## config.mk

```make
export PLATFORM = sky130hd
export DESIGN_NAME = pis_irq_sources
export DESIGN_NICKNAME = d
export VERILOG_FILES = /design/src/shared/pis_pkg.sv /design/src/hw/pis_irq_sources.sv
export SDC_FILE = /design/constraint.sdc
export NUM_CORES = 1
export LEC_CHECK = 0
export BUFFER_PORTS_ARGS = -buffer_cell sky130_fd_sc_hd__buf_4
export CORE_ASPECT_RATIO = 0.8
export CORE_MARGIN = 2
export CORE_UTILIZATION = 47
export DETAILED_ROUTE_END_ITERATION = 8
export PLACE_DENSITY_LB_ADDON = 0.1
export SYNTH_ARGS = -nofsm -noshare
export SYNTH_HDL_FRONTEND = slang
export SYNTH_SLANG_ARGS = --single-unit
```

## constraint.sdc

```tcl
create_clock -name clk_sys -period 3.77 [get_ports clk_sys]
set_input_delay 0 -clock clk_sys [delete_from_list [all_inputs] [get_ports clk_sys]]
set_output_delay 0 -clock clk_sys [all_outputs]
set_load 0.05 [all_outputs]
```

## src/shared/pis_pkg.sv

```systemverilog
/*
  Package for the peripheral interrupt-source block: register offsets, field
  positions, reset values, vector address and the carrier structs.
  Assumes nothing beyond a SystemVerilog compiler.
*/
`default_nettype none
package pis_pkg;
  // Register offsets on the plain register port.
  localparam logic [8:0] PIS_ADDR_IRQ_CONTROL = 9'h00b;
  localparam logic [8:0] PIS_ADDR_OPTION      = 9'h081;
  localparam logic [8:0] PIS_ADDR_TIMER       = 9'h001;
  // Field positions inside the interrupt control register.
  localparam int PIS_BIT_PORT_CHANGE_FLAG  = 0;
  localparam int PIS_BIT_EDGE_EVENT_FLAG   = 1;
  localparam int PIS_BIT_TIMER_OVF_FLAG    = 2;
  localparam int PIS_BIT_PORT_CHANGE_EN    = 3;
  localparam int PIS_BIT_EDGE_EVENT_EN     = 4;
  localparam int PIS_BIT_TIMER_OVF_EN      = 5;
  localparam int PIS_BIT_PERIPH_EN         = 6;
  localparam int PIS_BIT_GLOBAL_EN         = 7;
  // Field position inside the option register.
  localparam int PIS_BIT_EDGE_POLARITY     = 6;
  // Reset values.
  localparam logic [7:0] PIS_RST_IRQ_CONTROL = 8'h00;
  localparam logic [7:0] PIS_RST_OPTION      = 8'hff;
  localparam logic [7:0] PIS_RST_TIMER       = 8'h00;
  // Vector address and stack shape.
  localparam logic [12:0] PIS_IRQ_VECTOR   = 13'h0004;
  localparam int          PIS_STACK_DEPTH  = 8;
  localparam int          PIS_PC_WIDTH     = 13;

  // Register port request.
  typedef struct packed {
    logic [8:0] addr;
    logic [7:0] wdata;
    logic       wr;
    logic       rd;
  } pis_reg_req_t;

  // Core control strobes.
  typedef struct packed {
    logic        halt_enter;
    logic        retfie;
    logic        call_push;
    logic        ret_pop;
    logic        timer_tick;
    logic [12:0] pc_next;
  } pis_core_req_t;
endpackage : pis_pkg
`default_nettype wire

```

## src/hw/pis_irq_sources.sv

```systemverilog
/*
  Interrupt-source block: timer overflow, external edge pin, port-B change
  detector, masking, wake from halt, vectoring and the return stack.
  Assumes the core drives one-cycle strobes on clk_sys and pins are async.
*/
// The strobed register port was left to the implementer.
// Operation
// RQ1 - Timer count rolling from all ones to zero sets timer overflow flag, bit 2.
// RQ2 - Timer overflow raises no request while its enable, bit 5, is zero.
// RQ3 - Timer overflow flag stays set until software clears it.
// RQ4 - Timer overflow never wakes the core from halt; timer stops then.
// RQ5 - Edge pin triggers on rising edge if polarity bit set, else falling.
// RQ6 - A selected edge on the pin sets the edge event flag, bit 1.
// RQ7 - Edge pin request suppressed while edge event enable, bit 4, clear.
// RQ8 - Edge event flag stays set until software clears it.
// RQ9 - Edge event wakes halt only if its enable was set before halting.
// RQ10 - After wake, branch to vector only if global enable set, else continue.
// RQ11 - Any level change on port B pins 7 to 4 sets port change flag.
// RQ12 - Port change request allowed only while its enable bit is set.
// RQ13 - Taking an interrupt saves only the return program counter on the stack.
// RQ14 - Flags set on events regardless of own enable and global enable.
// RQ15 - Return stack is eight deep, thirteen bits wide, pointer hidden.
// RQ16 - Request to core when any flag and its enable and global enable set.
// RQ17 - Vectoring clears global enable; return from interrupt sets it again.
`timescale 1ns/1ps
`default_nettype none
module pis_irq_sources
  import pis_pkg::*;
#(
  parameter int STACK_DEPTH = PIS_STACK_DEPTH
) (
  // Clock and reset.
  input  wire logic               clk_sys,
  input  wire logic               rstn,
  // Register port.
  input  wire pis_pkg::pis_reg_req_t reg_req,
  output logic [7:0]              reg_rdata,
  // Pins.
  input  wire logic               edge_irq_pin,
  input  wire logic [7:4]         port_b_pins,
  // Core side.
  input  wire pis_pkg::pis_core_req_t core_req,
  output logic                    irq_request,
  output logic                    vector_take,
  output logic [12:0]             vector_pc,
  output logic [12:0]             return_pc,
  output logic                    halted,
  output logic                    wake_pulse,
  output logic                    irq_out
);
  import pis_pkg::*;

  logic [7:0]  ctrl_r;
  logic [7:0]  option_r;
  logic [7:0]  timer_count_r;
  logic [2:0]  pin_sync_r;
  logic [2:0]  pb_sync_r [7:4];
  logic        pin_state_r;
  logic [7:4]  pb_state_r;
  logic        halt_r;
  logic        edge_en_at_halt_r;
  logic [12:0] stack_r [STACK_DEPTH];
  logic [2:0]  sp_r;
  logic [2:0]  sp_top;
  logic        pin_agree;
  logic        pin_now;
  logic [7:4]  pb_now;
  logic [7:4]  pb_agree;
  logic        edge_hit;
  logic        pb_change;
  logic        timer_ovf;
  logic        ctrl_wr;
  logic [2:0]  pending;
  logic        wake;

  // Pin synchronisers: three stages; a change counts when stages two and three agree.
  always_ff @(posedge clk_sys or negedge rstn) begin
    if (!rstn) begin
      pin_sync_r <= 3'h0;
    end else begin
      pin_sync_r <= {pin_sync_r[1:0], edge_irq_pin};
    end
  end

  genvar g;
  generate
    for (g = 4; g < 8; g++) begin : g_pb_sync
      always_ff @(posedge clk_sys or negedge rstn) begin
        if (!rstn) begin
          pb_sync_r[g] <= 3'h0;
        end else begin
          pb_sync_r[g] <= {pb_sync_r[g][1:0], port_b_pins[g]};
        end
      end
      assign pb_agree[g] = (pb_sync_r[g][1] == pb_sync_r[g][2]);
      assign pb_now[g]   = pb_sync_r[g][2];
    end
  endgenerate

  assign pin_agree = (pin_sync_r[1] == pin_sync_r[2]);
  assign pin_now   = pin_sync_r[2];

  // Debounced pin levels; the reset level is zero so a pin held high at reset
  // may report one spurious change after release.
  always_ff @(posedge clk_sys or negedge rstn) begin
    if (!rstn) begin
      pin_state_r <= 1'b0;
      pb_state_r  <= 4'h0;
    end else begin
      if (pin_agree) begin
        pin_state_r <= pin_now;
      end
      for (int i = 4; i < 8; i++) begin
        if (pb_agree[i]) begin
          pb_state_r[i] <= pb_now[i];
        end
      end
    end
  end

  // Edge detection with selectable polarity.
  always_comb begin
    edge_hit = 1'b0;
    if (pin_agree && (pin_now != pin_state_r)) begin
      edge_hit = option_r[PIS_BIT_EDGE_POLARITY] ? pin_now : !pin_now; // RQ5
    end
  end

  // Any settled level change on the upper port pins.
  always_comb begin
    pb_change = 1'b0;
    for (int i = 4; i < 8; i++) begin
      if (pb_agree[i] && (pb_now[i] != pb_state_r[i])) begin
        pb_change = 1'b1; // RQ11
      end
    end
  end

  // Timer count; it stands still while halted, so it cannot overflow then.
  assign timer_ovf = core_req.timer_tick && !halt_r && (timer_count_r == 8'hff); // RQ1 RQ4

  always_ff @(posedge clk_sys or negedge rstn) begin
    if (!rstn) begin
      timer_count_r <= PIS_RST_TIMER;
    end else if (reg_req.wr && reg_req.addr == PIS_ADDR_TIMER) begin
      timer_count_r <= reg_req.wdata;
    end else if (core_req.timer_tick && !halt_r) begin
      timer_count_r <= timer_count_r + 8'h01;
    end
  end

  // Option register, software only.
  always_ff @(posedge clk_sys or negedge rstn) begin
    if (!rstn) begin
      option_r <= PIS_RST_OPTION;
    end else if (reg_req.wr && reg_req.addr == PIS_ADDR_OPTION) begin
      option_r <= reg_req.wdata;
    end
  end

  assign ctrl_wr = reg_req.wr && (reg_req.addr == PIS_ADDR_IRQ_CONTROL);

  // Flags and enables; a hardware set wins over a software clear in the same
  // cycle so no event is lost.
  always_ff @(posedge clk_sys or negedge rstn) begin
    if (!rstn) begin
      ctrl_r <= PIS_RST_IRQ_CONTROL;
    end else begin
      if (ctrl_wr) begin
        ctrl_r <= reg_req.wdata;
      end
      if (vector_take) begin
        ctrl_r[PIS_BIT_GLOBAL_EN] <= 1'b0; // RQ17
      end else if (core_req.retfie) begin
        ctrl_r[PIS_BIT_GLOBAL_EN] <= 1'b1; // RQ17
      end
      if (timer_ovf) begin
        ctrl_r[PIS_BIT_TIMER_OVF_FLAG] <= 1'b1; // RQ1 RQ3 RQ14
      end
      if (edge_hit) begin
        ctrl_r[PIS_BIT_EDGE_EVENT_FLAG] <= 1'b1; // RQ6 RQ8 RQ14
      end
      if (pb_change) begin
        ctrl_r[PIS_BIT_PORT_CHANGE_FLAG] <= 1'b1; // RQ11 RQ14
      end
    end
  end

  // Per-source pending terms, each gated by its own enable.
  assign pending[0] = ctrl_r[PIS_BIT_PORT_CHANGE_FLAG] && ctrl_r[PIS_BIT_PORT_CHANGE_EN]; // RQ12
  assign pending[1] = ctrl_r[PIS_BIT_EDGE_EVENT_FLAG] && ctrl_r[PIS_BIT_EDGE_EVENT_EN];   // RQ7
  assign pending[2] = ctrl_r[PIS_BIT_TIMER_OVF_FLAG] && ctrl_r[PIS_BIT_TIMER_OVF_EN];     // RQ2

  assign irq_request = (|pending) && ctrl_r[PIS_BIT_GLOBAL_EN]; // RQ16
  assign irq_out     = irq_request;

  // Wake sources: the edge only when enabled at halt entry, the port change
  // when enabled; the timer is deliberately absent.
  assign wake = halt_r && ((ctrl_r[PIS_BIT_EDGE_EVENT_FLAG] && edge_en_at_halt_r) // RQ9
                           || pending[0]); // RQ4

  // Halt state and the enable snapshot taken on entry.
  always_ff @(posedge clk_sys or negedge rstn) begin
    if (!rstn) begin
      halt_r            <= 1'b0;
      edge_en_at_halt_r <= 1'b0;
    end else if (wake) begin
      halt_r <= 1'b0;
    end else if (core_req.halt_enter && !halt_r) begin
      halt_r            <= 1'b1;
      edge_en_at_halt_r <= ctrl_r[PIS_BIT_EDGE_EVENT_EN]; // RQ9
    end
  end

  assign halted     = halt_r;
  assign wake_pulse = wake;
  // After a wake the core vectors only with global enable set; otherwise it
  // simply resumes at the next instruction.
  assign vector_take = irq_request && !core_req.halt_enter; // RQ10
  assign vector_pc   = PIS_IRQ_VECTOR;

  // Return stack: circular, a ninth push overwrites the oldest entry, and the
  // pointer is never visible to software.
  assign sp_top = sp_r - 3'h1;

  always_ff @(posedge clk_sys or negedge rstn) begin
    if (!rstn) begin
      sp_r <= 3'h0;
      for (int i = 0; i < STACK_DEPTH; i++) begin
        stack_r[i] <= 13'h0000;
      end
    end else if (vector_take || core_req.call_push) begin
      stack_r[sp_r] <= core_req.pc_next; // RQ13 RQ15
      sp_r          <= sp_r + 3'h1;
    end else if (core_req.ret_pop || core_req.retfie) begin
      sp_r <= sp_top; // RQ15
    end
  end

  assign return_pc = stack_r[sp_top];

  // Register read data, one cycle after the strobe; unmapped reads give zero.
  always_ff @(posedge clk_sys or negedge rstn) begin
    if (!rstn) begin
      reg_rdata <= 8'h00;
    end else if (reg_req.rd) begin
      case (reg_req.addr)
        PIS_ADDR_IRQ_CONTROL: reg_rdata <= ctrl_r;
        PIS_ADDR_OPTION:      reg_rdata <= option_r;
        PIS_ADDR_TIMER:       reg_rdata <= timer_count_r;
        default:              reg_rdata <= 8'h00;
      endcase
    end else begin
      reg_rdata <= 8'h00;
    end
  end
endmodule : pis_irq_sources
`default_nettype wire

```

Word-level counts from Yosys, hierarchy flattened
Index checks and enable logic that the tools add are counted.
{ "totals": {"register_bits": 161, "in_bits": 44, "out_inout_bits": 39, "elab_cells": 112} }
{ "op_classes": {"n_addsub": 3, "order_cmp": 3, "n_eq_ne": 14, "n_mux": 26, "bitwise_logic": 3, "n_reduce_logical": 34} }
{ "ops": {"columns": ["op", "n"], "rows": [
  ["$bwmux 104", 1],
  ["$bmux 13 s3", 1],
  ["$demux 13 s3", 1],
  ["$mux 13", 3],
  ["$mux 8", 4],
  ["$pmux 8 s3", 1],
  ["$logic_and 1x1->1", 19],
  ["$mux 1", 13],
  ["$reduce_bool 2->1", 6],
  ["$eq 9x1->1 const B", 1],
  ["$eq 9x4->1 const B", 1],
  ["$eq 9x8->1 const B", 1],
  ["$add 8x1->8 const B", 1],
  ["$eq 8x8->1 const B", 1],
  ["$ge 4x4->1 const B", 2],
  ["$not 3->4", 2],
  ["$mux 3", 2],
  ["$eq 1x1->1", 5],
  ["$ne 1x1->1", 5],
  ["$lt 4x1->1 const B", 1],
  ["$add 3x1->3 const B", 1],
  ["$logic_not 1->1", 3],
  ["$logic_or 1x1->1", 3],
  ["$reduce_bool 3->1", 1],
  ["4 further kinds", 4]
]} }

Longest topological paths before layout
Gate-level depths: netlist of run 1.
{ "depth": {"depth_word": 7, "ltp_mapped": 7} }

Worst setup path before layout of run 1
Ideal clock, no wire load.
{ "synth_timing": {"kind": "reg-to-reg", "startpoint": "register ctrl_r[0]", "endpoint": "register ctrl_r[7]", "t_arrival_ps": 2192, "t_required_ps": 3598, "setup_slack_ps": 1406, "path_stages_with_launch": 5, "n_path_buf": 0, "cell_sequence": "dfrtp_1 nand2_1 a21oi_1 nor2b_1 a21oi_1"} }
{ "synth_via": {"elab_chain_cells": 5, "elab_cells_between_ends": 6} }
{ "synth_rtl": {"columns": ["element", "line", "source"], "rows": [
  ["from (decl)", "pis_irq_sources.sv:53", "logic [7:0] ctrl_r;"],
  ["from (signal assigned)", "pis_irq_sources.sv:170", "ctrl_r <= reg_req.wdata;"],
  ["$logic_and 1x1->1 *", "pis_irq_sources.sv:190", "assign pending[0] = ctrl_r[PIS_BIT_PORT_CHANGE_FLAG] && ctrl_r[PIS_BIT_PORT_CHANGE_EN];"],
  ["$reduce_or 3->1 *", "pis_irq_sources.sv:194", "assign irq_request = (|pending) && ctrl_r[PIS_BIT_GLOBAL_EN];"],
  ["$logic_and 1x1->1 *", "pis_irq_sources.sv:194", null],
  ["via irq_out", "pis_irq_sources.sv:49", "output logic irq_out"],
  ["$logic_and 1x1->1 *", "pis_irq_sources.sv:219", "assign vector_take = irq_request && !core_req.halt_enter;"],
  ["via vector_take", "pis_irq_sources.sv:44", "output logic vector_take,"],
  ["$reduce_bool 3->1 (no line) / $mux 1 (equally long branches)", null, null]
]} }
The timed path passes the listed nets; every way through them passes the cells marked *.
A chain may end at the register's enable or synchronous reset.

Final worst setup path of run 1
{ "layout_timing": {"startpoint": "register sp_r[1]", "endpoint": "output port return_pc[12]"} }
{ "layout_via": {"elab_chain_cells": 5} }
{ "layout_rtl": {"columns": ["element", "line", "source"], "rows": [
  ["from (decl)", "pis_irq_sources.sv:63", "logic [2:0] sp_r;"],
  ["from (signal assigned)", "pis_irq_sources.sv:234", "sp_r <= sp_r + 3'h1;"],
  ["from (signal assigned)", "pis_irq_sources.sv:236", "sp_r <= sp_top;"],
  ["$sub 3x1->3", "pis_irq_sources.sv:224", "assign sp_top = sp_r - 3'h1;"],
  ["$not 3->4 (implied by the code)", "pis_irq_sources.sv:240", "assign return_pc = stack_r[sp_top];"],
  ["$bmux 13 s3", "pis_irq_sources.sv:240", null],
  ["$mux 13 (implied by the code) (2 in a row)", "pis_irq_sources.sv:240", null],
  ["to (decl)", "pis_irq_sources.sv:46", "output logic [12:0] return_pc,"]
]} }
Every way passes these cells. The select of a mux whose other input is x is not followed.

==> out/metrics.cfg, run 1 <==
[sta]
rsz0062_at_grt=no
worst_pin_slew_ps=1020
fin_setup_tns_ps=0
slew_headroom_pct=32.2
setup_violations=0
hold_viol_final=0
report.final.slew_viol_count=0
fin_crit_sh_pct=81.8
fin_crit_ps=3080
setup_ws_ps=686
clock.fmax_mhz=324
clock_skew_ps=9.05

[synthesis]
async_flop_share_pct=100
yosysMostFrequentCell=dfrtp_1
syn_inst=496
yosysWarnings=0
synth_edf_count=0
synthTopCellsByArea=dfrtp_1, mux2_2, mux4_2, mux2_4, dfstp_2
synth_common_cells=dfrtp_1, mux2_2, mux4_2
ys_seq_area_share_pct=54.8
ys_types=42
synth.ff_latch_count=161
synth_top_area_cell=dfrtp_1
syn_area_um2=7370
synth_top_area_share_pct=51.9
synth_flop_cell=dfrtp_1
syn_avg_cell_area_um2=14.9

[setup_path]
critPathLaunchType=flip-flop
crit_path_top_delay_cell=ha_1
cp_max_fo=19
path_cells=inv_1, ha_1, buf_4, mux4_2, mux2_2, buf_4
required_ps=3770
critPathMaxStageDelay_ps=870
critPathMostFrequentCell=buf_4
worstSetupPathType=reg2out
arrival_ps=3080
end_kind=output port

[placement]
numPortBuffers=69
gp_congestion=0.792
pre_cts_ws_ps=1100
dpl.hpwl_mm=9.87

[pwr]
power_density_nw_per_um2=926
vdd_drop_max_uv=754
power_mw=8.28
leakagePower_nw=3.90

[die]
start_util_pct=48.6
die_h_um=116
die_width_um=144
core_area_um2=15200
io_pins=83
std_cell_rows=40
design.die.area_um2=16700

[clock_tree]
cts_buffer_depth=2
cts_tree=built
clk_pin_slew_ps=60
clockRootBuffer=clkbuf_16
post_cts_buffers=0
cts_buffers=17
numClockSinks=161
htreeDepth=4
insertion_delay_ps=430

[routing]
detail_route.wl_per_cell_um=18.9
drt-total-wl_mm=15.5
drt_iter0_markers=325
num_vias=4389
vias_per_cell=5.36
drc=0
first_pass_iters=4
ant_nets=0

[cells_and_area]
drive_gt1_share_pct=46.6
area_delta_synth_final_pct=21.4
finalNetCount=643
fillCellCount=1192
num_antenna_cells=0

[global_route]
grt_pass1_wl_mm=25.1
overflow=0
antenna_found_initial=0
grt_pass1_vias=4582
grt_util_all_layers_pct=20.3
grt_max_degree=112

[outcome]
status=completed

[job]
maxCapViolCount=0

[worst_hold_path]
min_path_type=in2reg

[final timing paths]
kind | startpoint | end | slack (ps) | cells after the start
max | sp_r[1] | return_pc[12] | 690 | 6
min in group asynchronous | rstn | timer_count_r[5] | 300 | 2
max reg2reg | ctrl_r[2] | stack_r[88] | 1270 | 4
min | reg_req[0] | reg_rdata[2] | 60 | 3
min reg2reg | pb_sync_r[9] | pb_sync_r[10] | 350 | 0
max in group asynchronous | rstn | option_r[7] | 2560 | 3
[cells by family (layout without fill, tap and decap cells)]
group           after synthesis  after routing  synth area share (%)
compound gates               28             28                  2.56
flops                       161            161                  54.8
other cells                   2             13                 0.102
xor+xnor                     10             10                  1.19
mux                         171            171                  31.0
buf+inv                      47            149                  3.61
fa+ha+maj                     8              8                  1.19
simple gates                 69             69                  5.57
[cell usage in the layout (no fill, tap or decap), drive strengths merged, types with 3 or more instances in the layout]
cell type	netlist	routed
a21oi	10	10
a22oi	10	10
buf	30	78
clkbuf	10	27
conb	2	13
dfrtp	153	153
dfstp	8	8
dlygate4sd3	0	32
ha	3	3
inv	7	7
maj3	5	5
mux2	139	139
mux2i	6	6
mux4	26	26
nand2	8	8
nand2b	3	3
nand3	5	5
nand4b	5	5
nor2	23	23
nor2b	6	6
nor4	6	6
or4	5	5
xnor2	6	6
xor2	4	4
[state kept, by name, indices dropped and copies added (netlist names)]
register,count
edge_en_at_halt_r,1
reg_rdata,8
pb_sync_r,8
pb_state_r,4
ctrl_r,8
pb_now,4
pin_state_r,1
stack_r,104
option_r,8
sp_r,3
pin_sync_r,3
halted,1
timer_count_r,8
[routing by layer]
layer	part of all wire (%)	up-vias	wire, um	global-route usage [%]
met5	0	-	0	0
met4	0.93	0	144	6.54
met3	4.8	12	746	5.25
met2	46	115	7090	30.4
met1	48	2262	7480	29.3
li1	-	2000	-	-
[area by class of cell]
| type | count | area, um2 | area share, % |
|---|---|---|---|
| clock inverter | 5 | 77.6 | 0.867 |
| inverter | 7 | 26.3 | 0.294 |
| sequential | 161 | 4040 | 45.1 |
| tap | 210 | 263 | 2.94 |
| multi-input combinational | 299 | 3120 | 34.8 |
| timing repair buffer | 110 | 922 | 10.3 |
| clock buffer | 27 | 503 | 5.62 |
[worst max-delay path: cells and delay by family (launching register included)]
kind / cells / cell delay (ps)
mux: 2 / 610
fa+ha+maj: 1 / 870
flops: 1 / 450
buf+inv: 3 / 710
[power by group]
group	leakage (nW)	switching (mW)	internal, mW
registers	1.93	0.376	2.37
logic	1.68	1.99	1.87
clock network	0.282	0.645	1.04
total	3.90	3.01	5.27
[what timing repair did]
action,4_1_cts,5_1_grt
hold endpoints to repair,240,0
gates resized for setup,0,0
hold buffers,32,0
[per-stage QoR]
step / instances / hold slack [ps] / area [um2] / utilization, %
2_1_floorplan: 507 / -296 / 7410 / -
3_3_place_gp: 755 / 111 / 8050 / 53.1
3_5_place_dp: 755 / 111 / 8050 / 53.1
4_1_cts: 819 / 36.3 / 8950 / 59.0
5_1_grt: 819 / 93.5 / 8950 / 59.0
6_report: 819 / 55.0 / 8950 / 59.0
Note: power is estimated with default switching activity, not from simulation.
==> inputs of run 2 (changes only) <==
- clock period: 3.77 -> 2.55 ns (I/O delays scaled with it)
==> run 2 against run 1 <==
Compared with the run above:
- sequential share of layout area decreased by 1.2 points
- total power increased by 56%
- critical path depth unchanged
- clock skew about the same
- wire length increased by 1.5%
- worst setup slack got worse by 540 ps
- sequential power increased by 48%
- critical endpoint unchanged
- non-clock buffer count increased by 18
- clock-buffer cell count decreased by 6
==> out/metrics.cfg, run 2 (synthesis results as in run 1) <==
[global_route]
grt_max_degree=81
grt_pass1_wl_mm=25.7
grt_pass1_vias=4649
overflow=0
grt_util_all_layers_pct=20.6
antenna_found_initial=0

[clock_tree]
cts_buffer_depth=2
clockRootBuffer=clkbuf_16
cts_buffers=17
htreeDepth=4
numClockSinks=161
clk_pin_slew_ps=60
insertion_delay_ps=420
cts_tree=built

[cells_and_area]
layout_commonest_cell=dfrtp_1
area_delta_synth_final_pct=24.8
regMostFlops=stack_r
final_cell_mix=dfrtp_1, mux2_2, buf_4
largest_reg_flops=104
stdcell_count=837
finalNetCount=661
drive_gt1_share_pct=48.8
num_antenna_cells=0

[setup_path]
end_kind=output port
r2r_cells=6
critPathLaunchType=flip-flop
startpoint=sp_r[1]
cp_max_fo=7
arrival_ps=2410
worstSetupPathType=reg2out
required_ps=2550
r2r_start=ctrl_r[1]
r2r_setup_slack_ps=210

[sta]
hold_slack_ps=93.1
worst_pin_slew_ps=743
clock.fmax_mhz=416
rsz0062_at_grt=no
setup_ws_ps=144
report.final.slew_viol_count=0
clock_skew_ps=9.24
hold_viol_final=0
fin_setup_tns_ps=0
fin_crit_ps=2410
slew_headroom_pct=50.5
fin_crit_sh_pct=94.3
setup_violations=0

[pwr]
power_density_nw_per_um2=1400
vdd_drop_max_uv=1140
leakagePower_nw=4.04

[die]
die_width_um=144
start_util_pct=48.6
std_cell_rows=40
die_h_um=116
design.die.area_um2=16700
core_area_um2=15200
io_pins=83

[routing]
first_pass_iters=4
drt_iter0_markers=194
drc=0
detail_route.wl_per_cell_um=18.7
num_vias=4507
drt-total-wl_mm=15.7
vias_per_cell=5.38
ant_nets=0

[placement]
pre_cts_ws_ps=234
dp.cells=771
dpl.hpwl_mm=10.3
numPortBuffers=69
gp_congestion=0.761

[job]
maxCapViolCount=0

[worst_hold_path]
worstHoldStart=core_req[15]
holdPathStages=5
min_path_type=in2reg

[outcome]
status=completed

[run 2: worst paths after layout]
kind                                     to
hold reg to reg               pb_sync_r[10]
max in group asynchronous       stack_r[80]
min in group asynchronous  timer_count_r[5]
setup / recovery              return_pc[12]
setup reg to reg                stack_r[47]
hold / removal                      sp_r[0]
[run 2: repair_timing]
| action | in CTS | in global routing |
|---|---|---|
| hold buffers | 32 | 0 |
| hold endpoints to repair | 206 | 0 |
| setup buffers | 2 | 0 |
| gates cloned | 0 | 0 |
| endpoints found under the setup margin | 13 | 12 |
| resized for setup | 0 | 1 |
[run 2: through the flow]
stage | utilization, % | power [mW] | area, um2
global route | 60.7 | 13.6 | 9200
floorplan | - | 8.33 | 7410
finish | 60.7 | 12.9 | 9200
global placement | 54.0 | 9.85 | 8180
CTS | 60.7 | 13.0 | 9200
detailed placement | 54.0 | 9.97 | 8180
[run 2: critical path: stages, from the launching register on]
cell and delay, ps:
dfrtp_2 460, inv_1 220, ha_1 320, buf_4 190
mux4_2 290, mux2_2 310, buf_4 200
[run 2: final cells by class]
type                       count  area (um2)
sequential                   161        4040
inverter                       7        26.3
tap                          210         263
fill                        1190        5960
clock buffer                  21         450
multi-input combinational    299        3120
timing repair buffer         128        1070
clock inverter                11         233
[run 2: report_power, final]
part | switching [mW] | leakage (nW) | internal, mW
clock network | 0.967 | 0.331 | 1.96
logic | 3.04 | 1.77 | 2.89
registers | 0.560 | 1.93 | 3.50
total | 4.57 | 4.04 | 8.35
[run 2: metal layers]
metal,GRT usage [%],share of wire (%),vias up
li1,-,-,2037
met1,30.1,50,2368
met2,31.5,45,95
met3,4.67,4.0,7
met4,5.10,0.63,0
met5,0,0,-
==> inputs of run 3 (changes only) <==
- CORE_UTILIZATION: 47 -> 53
==> run 3 against run 2 <==
Compared with the run above:
- wire length decreased by 2.4%
- clock power decreased by 7%
- highest routed layer unchanged
- clock-buffer cell count increased by 2
- non-clock buffer count decreased by 6
- sequential power about the same
- critical path type unchanged
==> out/metrics.cfg, run 3 (synthesis results as in run 1) <==
[worst_hold_path]
min_path_type=in2reg
worstHoldStart=reg_req[0]
holdPathStages=3
hold_end=reg_rdata[6]

[pwr]
leakagePower_nw=3.99
power_frac_seq_pct=32.2
vdd_drop_max_uv=1360
combPwrFrac_pct=46.2
power_mw=12.6
swShare_pct=36.0
p_sw_mw=4.53
p_int_mw=8.05
power_density_nw_per_um2=1390
p_clk_share_pct=21.7

[setup_path]
path_buf_inv=3
cp_max_fo=18
r2r_setup_slack_ps=280
critPathMaxStageDelay_ps=450
worstSetupPathType=reg2out
path_delay_family=multiplexers
rr_endpoint=stack_r[77]
required_ps=2550
r2r_cells=4
path_cells=inv_1, ha_1, buf_6, mux4_2, mux2_2, buf_4
r2r_start=ctrl_r[4]
crit_path_top_delay_cell=dfrtp_1
arrival_ps=2440
critPathLaunchType=flip-flop
end_kind=output port
cp.depth=6

[routing]
vias_per_cell=5.52
drc=0
ant_nets=0
first_pass_iters=4
num_vias=4418
drt_iter0_markers=181
drt-total-wl_mm=15.3
detail_route.wl_per_cell_um=19.1

[cells_and_area]
drive_gt1_share_pct=48.3
num_antenna_cells=0
stdcell_count=801
regArea_um2=4040
design_area_um2=9060
multi_input_area_um2=3110
final_util_pct=66.6
fillCellCount=986
finalNetCount=655
layout_commonest_cell=dfrtp_1
regMostFlops=stack_r
final_cell_mix=dfrtp_1, mux2_2, buf_4
largest_reg_flops=104
area_delta_synth_final_pct=22.8

[sta]
slew_headroom_pct=49.0
setup_violations=0
report.final.slew_viol_count=0
fin_crit_sh_pct=95.8
clock.fmax_mhz=409
hold_slack_ps=122
setup_ws_ps=108
rsz0062_at_grt=no
worst_pin_slew_ps=760
fin_setup_tns_ps=0
fin_crit_ps=2440
clock_skew_ps=8.78
hold_viol_final=0

[placement]
dp.cells=736
place_area_um2=8090
numPortBuffers=69
pre_cts_ws_ps=283
gp_congestion=0.803
dpl.hpwl_mm=9.91

[global_route]
grt_pass1_vias=4560
grt_max_degree=77
grt_pass1_wl_mm=25.0
overflow=0
antenna_found_initial=0
grt_util_all_layers_pct=22.6

[die]
std_cell_rows=38
io_pins=83
start_util_pct=54.2
core_area_um2=13600
design.die.area_um2=14900
die_h_um=109
die_width_um=136

[clock_tree]
cts_buffer_depth=2
cts_buffers=17
cts_tree=built
clk_pin_slew_ps=60
clockRootBuffer=clkbuf_16
numClockSinks=161
htreeDepth=4
insertion_delay_ps=420

[job]
maxCapViolCount=0

[outcome]
status=completed

[run 3: cell types whose count changed in the layout (fill, tap and decap cells not counted)]
cell and change:
clkbuf_8 +3, buf_6 +1, buf_4 -6, nor4_2 +1, inv_6 +1, buf_12 -1
clkbuf_1 -1, dfrtp_2 -1, nor4_4 -1, bufinv_16 -3, dfrtp_1 +1
[run 3: tightest hold or removal path, delay by kind of cell]
kind | cells | cell delay (ps)
buf+inv | 1 | 110
compound gates | 1 | 300
simple gates | 1 | 90
[run 3: area by class of cell]
cell class / instances / share of cell area (%)
inverter: 7 / 0.290
tap: 180 / 2.49
timing repair buffer: 122 / 11.2
clock inverter: 9 / 1.67
multi-input combinational: 299 / 34.3
sequential: 161 / 44.6
clock buffer: 23 / 5.39
[run 3: power groups by stage]
stage               Combinational, mW  Clock [mW]  Sequential, mW
finish                           5.81        2.73            4.05
global route                     6.16        2.90            4.18
CTS                              5.84        2.77            4.04
detailed placement               5.73           0            4.11
global placement                 5.62           0            4.07
floorplan                        4.45           0            3.88
[run 3: what timing repair did]
action | CTS | global route
gates resized for setup | 0 | 1
buffers inserted | 1 | 0
setup endpoints to repair | 13 | 8
hold endpoints to repair | 205 | 0
hold buffers | 32 | 0
[run 3: how the worst max path moves through the flow]
stage / from / to
final: sp_r[1] / return_pc[12]
after global routing: sp_r[1] / return_pc[0]
after floorplan: ctrl_r[0] / ctrl_r[7]
after CTS: sp_r[1] / return_pc[12]
after detailed placement: ctrl_r[4] / stack_r[68]
after global placement: ctrl_r[4] / stack_r[75]
[run 3: layer usage]
layer | GRT usage (%) | vias up | part of all wire [%]
li1 | - | 2014 | -
met1 | 32.7 | 2304 | 49
met2 | 34.4 | 92 | 46
met3 | 5.39 | 8 | 4.0
met4 | 6.40 | 0 | 0.91
met5 | 0 | - | 0
